$ cat src/include/isf_map.vh
// Register offsets, field positions, reset values and codes of the source/filter bank.
`ifndef ISF_MAP_VH
`define ISF_MAP_VH

// ============================================================
// Register offsets (byte addresses on the register port)
// ============================================================
`define ISF_ADDR_THD_CTRL 8'h0d
`define ISF_ADDR_SRC_CFG 8'h15
`define ISF_ADDR_C2_LO 8'h16
`define ISF_ADDR_C2_HI 8'h17
`define ISF_ADDR_C3_LO 8'h18
`define ISF_ADDR_C3_HI 8'h19

// ============================================================
// Reset values
// ============================================================
`define ISF_RST_SRC_CFG 8'h00
`define ISF_RST_THD_CTRL 8'h40
`define ISF_RST_COEF 16'h0000
`define ISF_UNMAPPED_READ 8'h00

// ============================================================
// Field positions of the source and filter configuration
// ============================================================
`define ISF_HIGH_SRC_MSB 7
`define ISF_HIGH_SRC_LSB 6
`define ISF_LOW_SRC_MSB 5
`define ISF_LOW_SRC_LSB 4
`define ISF_IIR_SKIP_BIT 2
`define ISF_OSF_SKIP_BIT 0
`define ISF_THD_SKIP_BIT 6

// ============================================================
// Codes
// ============================================================
`define ISF_PIN_CFG_SELECTOR 4'h9
`define ISF_SRC_PCM 2'h0
`define ISF_SRC_SPDIF 2'h1
`define ISF_SRC_RESERVED 2'h2
`define ISF_SRC_DSD 2'h3
`define ISF_NUM_PINS 2
`define ISF_FRAC_BITS 15

`endif

$ cat src/hdl/isf_pin_sync.v
// Three-stage synchroniser with agreement filter for one selector pin.
`timescale 1ns/10ps
`default_nettype none

module isf_pin_sync (
  // Clock and reset
  input wire clk_sys_in,
  input wire rst_in,
  // Asynchronous pin and its clean level
  input wire pin_in,
  output wire level_out
);

  reg meta_reg;
  reg stage2_reg;
  reg stage3_reg;
  reg level_reg;

  // ============================================================
  // Synchroniser chain
  // ============================================================
  // The first stage feeds only the second; nothing else looks at it.
  always @(posedge clk_sys_in) begin
    if (rst_in) begin
      meta_reg <= 1'b0;
      stage2_reg <= 1'b0;
      stage3_reg <= 1'b0;
      level_reg <= 1'b0;
    end else begin
      meta_reg <= pin_in;
      stage2_reg <= meta_reg;
      stage3_reg <= stage2_reg;
      // A change counts only once the two later stages agree.
      if (stage2_reg == stage3_reg) begin
        level_reg <= stage3_reg;
      end
    end
  end

  assign level_out = level_reg;

endmodule // isf_pin_sync

`default_nettype wire

$ cat src/hdl/isf_regs.v
// Source selection, filter skip and harmonic compensation register bank.
//
// Overview of operation
// - Selector pin high: use high-level field; 0 PCM, 1 SPDIF, 3 DSD.
// - Selector pin low: use low-level field with the same source coding.
// - IIR skip bit 0 uses the IIR filter; 1 routes around it.
// - Interpolator skip bit 0 uses the 8x FIR; 1 bypasses it.
// - A pin acts as selector only when its config field holds 9.
// - With several selector pins, only the first one is obeyed.
// - Config register resets to zero: PCM sources, both filters in use.
// - Coefficients are signed 16-bit over byte pairs, high byte upper.
// - Both coefficients reset to zero, meaning no compensation.
// - Compensation on: out = x + x^2*c2 + x^3*c3.
// - Compensation skipped (default): out = x for PCM, x/2 for DSD.
`timescale 1ns/10ps
`default_nettype none
`include "isf_map.vh"

module isf_regs (
  // Clock and reset
  input wire clk_sys_in,
  input wire rst_in,
  // Byte register port
  input wire [7:0] reg_addr_in,
  input wire [7:0] reg_wdata_in,
  input wire reg_wr_in,
  input wire reg_rd_in,
  output reg [7:0] reg_rdata_out,
  output reg reg_rvalid_out,
  // Pin configuration fields and selector pins
  input wire [7:0] pin_cfg_in,
  input wire [1:0] selector_pin_in,
  // Routing controls
  output reg [1:0] source_sel_out,
  output reg iir_skip_out,
  output reg osf_skip_out,
  output reg [15:0] second_order_coefficient_out,
  output reg [15:0] third_order_coefficient_out,
  // Sample path
  input wire sample_valid_in,
  input wire [15:0] sample_in,
  input wire dsd_mode_in,
  output reg sample_valid_out,
  output reg [15:0] sample_out
);

  // ============================================================
  // Register storage
  // ============================================================
  reg [7:0] src_cfg_reg;
  reg [7:0] thd_ctrl_reg;
  reg [15:0] c2_reg;
  reg [15:0] c3_reg;

  // Register writes; reserved config bits are stored as written.
  always @(posedge clk_sys_in) begin
    if (rst_in) begin
      src_cfg_reg <= `ISF_RST_SRC_CFG;
      thd_ctrl_reg <= `ISF_RST_THD_CTRL;
      c2_reg <= `ISF_RST_COEF;
      c3_reg <= `ISF_RST_COEF;
    end else if (reg_wr_in) begin
      case (reg_addr_in)
        `ISF_ADDR_SRC_CFG: src_cfg_reg <= reg_wdata_in;
        `ISF_ADDR_THD_CTRL: thd_ctrl_reg <= reg_wdata_in &
          (8'h01 << `ISF_THD_SKIP_BIT);
        // Each byte of a coefficient lands in its own half.
        `ISF_ADDR_C2_LO: c2_reg[7:0] <= reg_wdata_in;
        `ISF_ADDR_C2_HI: c2_reg[15:8] <= reg_wdata_in;
        `ISF_ADDR_C3_LO: c3_reg[7:0] <= reg_wdata_in;
        `ISF_ADDR_C3_HI: c3_reg[15:8] <= reg_wdata_in;
        default: src_cfg_reg <= src_cfg_reg;
      endcase
    end
  end

  // Read decode is shared by the read path; unmapped reads return zero.
  function [7:0] read_mux;
    input [7:0] addr;
    input [7:0] cfg;
    input [7:0] thd;
    input [15:0] c2;
    input [15:0] c3;
    begin
      case (addr)
        `ISF_ADDR_SRC_CFG: read_mux = cfg;
        `ISF_ADDR_THD_CTRL: read_mux = thd;
        `ISF_ADDR_C2_LO: read_mux = c2[7:0];
        `ISF_ADDR_C2_HI: read_mux = c2[15:8];
        `ISF_ADDR_C3_LO: read_mux = c3[7:0];
        `ISF_ADDR_C3_HI: read_mux = c3[15:8];
        default: read_mux = `ISF_UNMAPPED_READ;
      endcase
    end
  endfunction

  // Read data is registered and marked valid one cycle after the strobe.
  always @(posedge clk_sys_in) begin
    if (rst_in) begin
      reg_rdata_out <= 8'h00;
      reg_rvalid_out <= 1'b0;
    end else begin
      reg_rvalid_out <= reg_rd_in;
      if (reg_rd_in) begin
        reg_rdata_out <= read_mux(reg_addr_in, src_cfg_reg, thd_ctrl_reg,
          c2_reg, c3_reg);
      end
    end
  end

  // ============================================================
  // Selector pins
  // ============================================================
  wire [1:0] pin_level;

  genvar gi;
  generate
    for (gi = 0; gi < `ISF_NUM_PINS; gi = gi + 1) begin : g_pin
      isf_pin_sync u_sync (
        .clk_sys_in(clk_sys_in),
        .rst_in(rst_in),
        .pin_in(selector_pin_in[gi]),
        .level_out(pin_level[gi])
      );
    end
  endgenerate

  wire pin0_is_sel = (pin_cfg_in[3:0] == `ISF_PIN_CFG_SELECTOR);
  wire pin1_is_sel = (pin_cfg_in[7:4] == `ISF_PIN_CFG_SELECTOR);

  // Pin 0 wins whenever both are selectors; with none, the level reads low.
  reg sel_level;
  always @* begin
    if (pin0_is_sel) begin
      sel_level = pin_level[0];
    end else if (pin1_is_sel) begin
      sel_level = pin_level[1];
    end else begin
      sel_level = 1'b0;
    end
  end

  // ============================================================
  // Routing controls
  // ============================================================
  // The reserved source code is passed on unchanged; the datapath decides.
  always @(posedge clk_sys_in) begin
    if (rst_in) begin
      source_sel_out <= `ISF_SRC_PCM;
      iir_skip_out <= 1'b0;
      osf_skip_out <= 1'b0;
      second_order_coefficient_out <= `ISF_RST_COEF;
      third_order_coefficient_out <= `ISF_RST_COEF;
    end else begin
      if (sel_level) begin
        source_sel_out <= src_cfg_reg[`ISF_HIGH_SRC_MSB:`ISF_HIGH_SRC_LSB];
      end else begin
        source_sel_out <= src_cfg_reg[`ISF_LOW_SRC_MSB:`ISF_LOW_SRC_LSB];
      end
      iir_skip_out <= src_cfg_reg[`ISF_IIR_SKIP_BIT];
      // Skipping the interpolator assumes 8x oversampled input.
      osf_skip_out <= src_cfg_reg[`ISF_OSF_SKIP_BIT];
      second_order_coefficient_out <= c2_reg;
      third_order_coefficient_out <= c3_reg;
    end
  end

  // ============================================================
  // Harmonic compensation
  // ============================================================
  // Samples and coefficients are Q1.15; each product is rescaled by 2^-15.
  wire signed [15:0] x = sample_in;
  wire signed [15:0] c2 = c2_reg;
  wire signed [15:0] c3 = c3_reg;
  wire signed [31:0] sq_full = x * x;
  wire signed [16:0] sq = sq_full[31:15];
  wire signed [32:0] cube_full = sq * x;
  wire signed [17:0] cube = cube_full[32:15];
  wire signed [32:0] t2_full = sq * c2;
  wire signed [17:0] t2 = t2_full[32:15];
  wire signed [33:0] t3_full = cube * c3;
  wire signed [18:0] t3 = t3_full[33:15];
  wire signed [19:0] comp_sum = {{4{x[15]}}, x} + {{2{t2[17]}}, t2} +
    {t3[18], t3};

  // Saturation keeps an over-driven correction from wrapping sign.
  function [15:0] saturate;
    input [19:0] v;
    begin
      if (v[19] && (v[18:15] != 4'hf)) begin
        saturate = 16'h8000;
      end else if (!v[19] && (v[18:15] != 4'h0)) begin
        saturate = 16'h7fff;
      end else begin
        saturate = v[15:0];
      end
    end
  endfunction

  wire thd_skip = thd_ctrl_reg[`ISF_THD_SKIP_BIT];

  // One-cycle registered sample path.
  always @(posedge clk_sys_in) begin
    if (rst_in) begin
      sample_valid_out <= 1'b0;
      sample_out <= 16'h0000;
    end else begin
      sample_valid_out <= sample_valid_in;
      if (sample_valid_in) begin
        if (!thd_skip) begin
          sample_out <= saturate(comp_sum);
        end else if (dsd_mode_in) begin
          sample_out <= {sample_in[15], sample_in[15:1]};
        end else begin
          sample_out <= sample_in;
        end
      end
    end
  end

endmodule // isf_regs

`default_nettype wire

$ cat config.mk
export PLATFORM = sky130hd
export DESIGN_NAME = isf_regs
export DESIGN_NICKNAME = d
export VERILOG_FILES = /design/src/hdl/isf_pin_sync.v /design/src/hdl/isf_regs.v
export VERILOG_INCLUDE_DIRS = /design/src /design/src/include
export SDC_FILE = /design/constraint.sdc
export NUM_CORES = 2
export LEC_CHECK = 0
export ABC_CLOCK_PERIOD_IN_PS = 24000
export BUFFER_PORTS_ARGS = -buffer_cell sky130_fd_sc_hd__buf_2
export CAP_MARGIN = 5
export CORE_MARGIN = 2
export CORE_UTILIZATION = 40
export DETAILED_ROUTE_END_ITERATION = 8
export PLACE_DENSITY = 0.52
export RECOVER_POWER = 50
export SLEW_MARGIN = 20
export SYNTH_ARGS = -nofsm -noshare
export SYNTH_HDL_FRONTEND = slang
export SYNTH_HIERARCHICAL = 1
export SYNTH_SLANG_ARGS = --single-unit
$ cat constraint.sdc
create_clock -name clk_sys_in -period 24 [get_ports clk_sys_in]
set_input_delay 1.2 -clock clk_sys_in [delete_from_list [all_inputs] [get_ports clk_sys_in]]
set_output_delay 1.2 -clock clk_sys_in [all_outputs]
set_load 0.03 [all_outputs]
==> results.yml <==
drt:
  vias: 32139
  via_per_inst: 4.97
  wl_um: 126000
  drtIter0Drc: 1609
  ant_nets: 0
  dr.pass1.iters: 5
  wire_per_inst_um: 19.5
  drc_errors: 0
floorplanning:
  core_um2: 111000
  pin_count: 110
  rows: 122
  fp.dieH_um: 339
  die_w_um: 339
  start_util_pct: 40.4
  dieArea_um2: 115000
critical_path:
  cp.arrival_ns: 23.08
  regToRegSetupSlack_ns: 13.27
  path_class: "primary input to flip-flop"
  end_kind: "flip-flop"
  required_ns: 24.23
  slowest_stage: "fa_2"
  cp_common_cell: "fa_1"
  critical-path-max-stage-delay_ns: 0.76
  crit_fanout: 36
  cp-start-kind: "primary input"
logic_synthesis:
  synth_top_area_share_pct: 48.6
  synthesis.area_um2: 44800
  avgSynthCellArea_um2: 9.03
  async_flop_share_pct: 0
  ys_seq_elements: 111
  synth_area_leaders: "fa_1 (49%), inv_1 (11%), ha_1 (9.8%)"
  synth-seq-area-share_pct: 4.96
  ys_types: 70
  synthCells: 4968
  synth_edf_count: 0
  yosysMostFrequentCell: "inv_1"
  ys.flop_type: "dfxtp_1"
  ys_top_cells_by_count: "inv_1 (1,267), fa_1 (1,088), nand2_1 (541), ha_1 (353), and2_1 (277)"
  yosys_warnings: 6
  synth_area_leader_cell: "fa_1"
  syn_nets: 6457
cts:
  cts_tree: "yes"
  clkLatencyLatePin_ns: 0.41
  cts_max_path_buffers: 2
  clk_pin_slew_worst_paths_ns: 0.09
  cts_inserted_buffers: 9
  clockRootBuffer: "clkbuf_16"
  postCtsSetupBuffers: 0
  clock-sinks: 111
  htree_levels: 3
sta:
  fmax_mhz: 43.7
  setup_tns_ns: 0
  rsz0062_at_grt: "false"
  slew_headroom_pct: 25.5
  fin_crit_sh_pct: 95.2
  setup_viol: 0
  hold_viol: 0
  finalMaxSlewViolations: 0
  tightestPinTransition_ns: 1.12
  period_minus_slack_ns: 22.86
  clock_skew_ns: 0.0193
global_route:
  antenna_found_initial: 2
  grt_pass1_wl_um: 203000
  grt_pass1_vias: 35330
  grtUsageTotal_pct: 22.9
  grt_max_degree: 96
  grt.overflow.total: 0
place:
  hpwl_um: 102000
  gp_congestion: 0.872
  placed_area_um2: 47300
  dp.cells: 6446
  port_buffers: 109
final_layout:
  fin_nets: 6458
  layout.cells.non_filler: 6464
  drive_gt1_share_pct: 4.70
  final_area_um2: 47600
  fillers: 11221
  area.growth.synth_to_final_pct: 6.08
hold_path:
  holdCritPathClass: "flip-flop to flip-flop"
run:
  cap_violations: 0
outcome:
  status: "finished, final reports clean"
layout by cell type, fill, tap and decap left out, types with 6 or more instances in the layout:
| master | Yosys | final |
|---|---|---|
| nand3_1 | 44 | 44 |
| clkinv_1 | 6 | 6 |
| buf_4 | 0 | 116 |
| mux2i_1 | 62 | 62 |
| a21boi_0 | 17 | 15 |
| and4_1 | 6 | 6 |
| inv_1 | 1267 | 1267 |
| xnor2_1 | 89 | 84 |
| nand2b_1 | 38 | 38 |
| nand4_1 | 10 | 10 |
| nand3b_1 | 19 | 19 |
| clkbuf_1 | 205 | 60 |
| buf_2 | 18 | 48 |
| and3b_1 | 8 | 8 |
| xor2_1 | 36 | 32 |
| o211ai_1 | 7 | 7 |
| nor2_1 | 203 | 198 |
| dfxtp_1 | 111 | 110 |
| o22ai_1 | 11 | 11 |
| nor3b_1 | 9 | 8 |
| nand2_1 | 541 | 541 |
| nor2b_1 | 44 | 44 |
| fa_1 | 1088 | 1087 |
| or3_1 | 10 | 9 |
| clkbuf_16 | 0 | 9 |
| a21oi_1 | 112 | 111 |
| nor3_1 | 66 | 66 |
| a21o_1 | 49 | 49 |
| and2_1 | 277 | 277 |
| o21bai_1 | 13 | 13 |
| o21ai_0 | 75 | 75 |
| ha_1 | 353 | 353 |
| and3_1 | 28 | 28 |
| a31oi_1 | 7 | 7 |
| a211oi_1 | 23 | 23 |
| o21a_1 | 20 | 20 |
| mux2_2 | 13 | 13 |
critical path: cells and delay by family:
family                     cells  cell delay [ns]
adders and majority gates     23            11.24
buffers and inverters          8             1.47
AOI/OAI and AO/OA             22             5.79
xor gates and xnor gates       2             0.49
and+or+nand+nor               13             2.85
layout make-up:
type,instances,area [um^2],share of cell area (%)
Multi-Input combinational cell,3349,37000,77.9
Tap cell,1488,1860,3.91
Timing Repair Buffer,225,1340,2.82
Antenna cell,2,5.00,0.0105
Sequential cell,111,2220,4.67
Inverter,1273,4780,10.0
Clock buffer,9,225,0.473
Clock inverter,7,88.8,0.187
per-stage QoR:
stage | worst slack, ns | utilization [%] | hold WS [ns]
2_1_floorplan | 2.61 | - | 0.414
3_3_place_gp | 0.355 | 42.6 | 0.443
3_5_place_dp | 0.0808 | 42.6 | 0.448
4_1_cts | 0.437 | 42.9 | 0.460
5_1_grt | 0.0124 | 42.9 | 0.478
6_report | 1.14 | 42.9 | 0.459
repair_timing:
item	in CTS	in global routing
gates resized for setup	0	8
setup endpoints to repair	0	16
hold buffers	0	0
cell families (layout without fill, tap and decap cells):
logic type / Yosys count / in the layout / share of synthesized area, %
other: 0 / 2 / 0
buffers and inverters: 1508 / 1514 / 12.7
adder cells (fa/ha/maj): 1441 / 1441 / 58.4
flip-flops: 111 / 111 / 4.96
AND/OR/NAND/NOR: 1326 / 1326 / 14.3
multiplexers: 75 / 75 / 1.71
XOR/XNOR: 125 / 125 / 2.44
AO/OA/AOI/OAI: 382 / 382 / 5.47
per-layer routing:
metal  vias up  wire length, um  track usage [%]
li1      14665                -                -
met1     16555            55100             31.2
met2       772            61100             38.8
met3       145             6910             3.20
met4         2             3040             5.05
met5         -               14                0
path summary, 6_finish.rpt:
path,start,end,cells past startpoint
setup / recovery,sample_in[3],sample_out[12]$_SDFFE_PP0P_,68
hold / removal,g_pin[1].u_sync/meta_reg$_SDFF_PP0_,g_pin[1].u_sync/stage2_reg$_SDFF_PP0_,1
setup reg to reg,c2[1]$_SDFFE_PP0P_,sample_out[12]$_SDFFE_PP0P_,31
hold reg to reg,g_pin[1].u_sync/meta_reg$_SDFF_PP0_,g_pin[1].u_sync/stage2_reg$_SDFF_PP0_,1
Power is not shown: default switching activity piles up to over one toggle a cycle in this logic, so the estimate is an artifact.
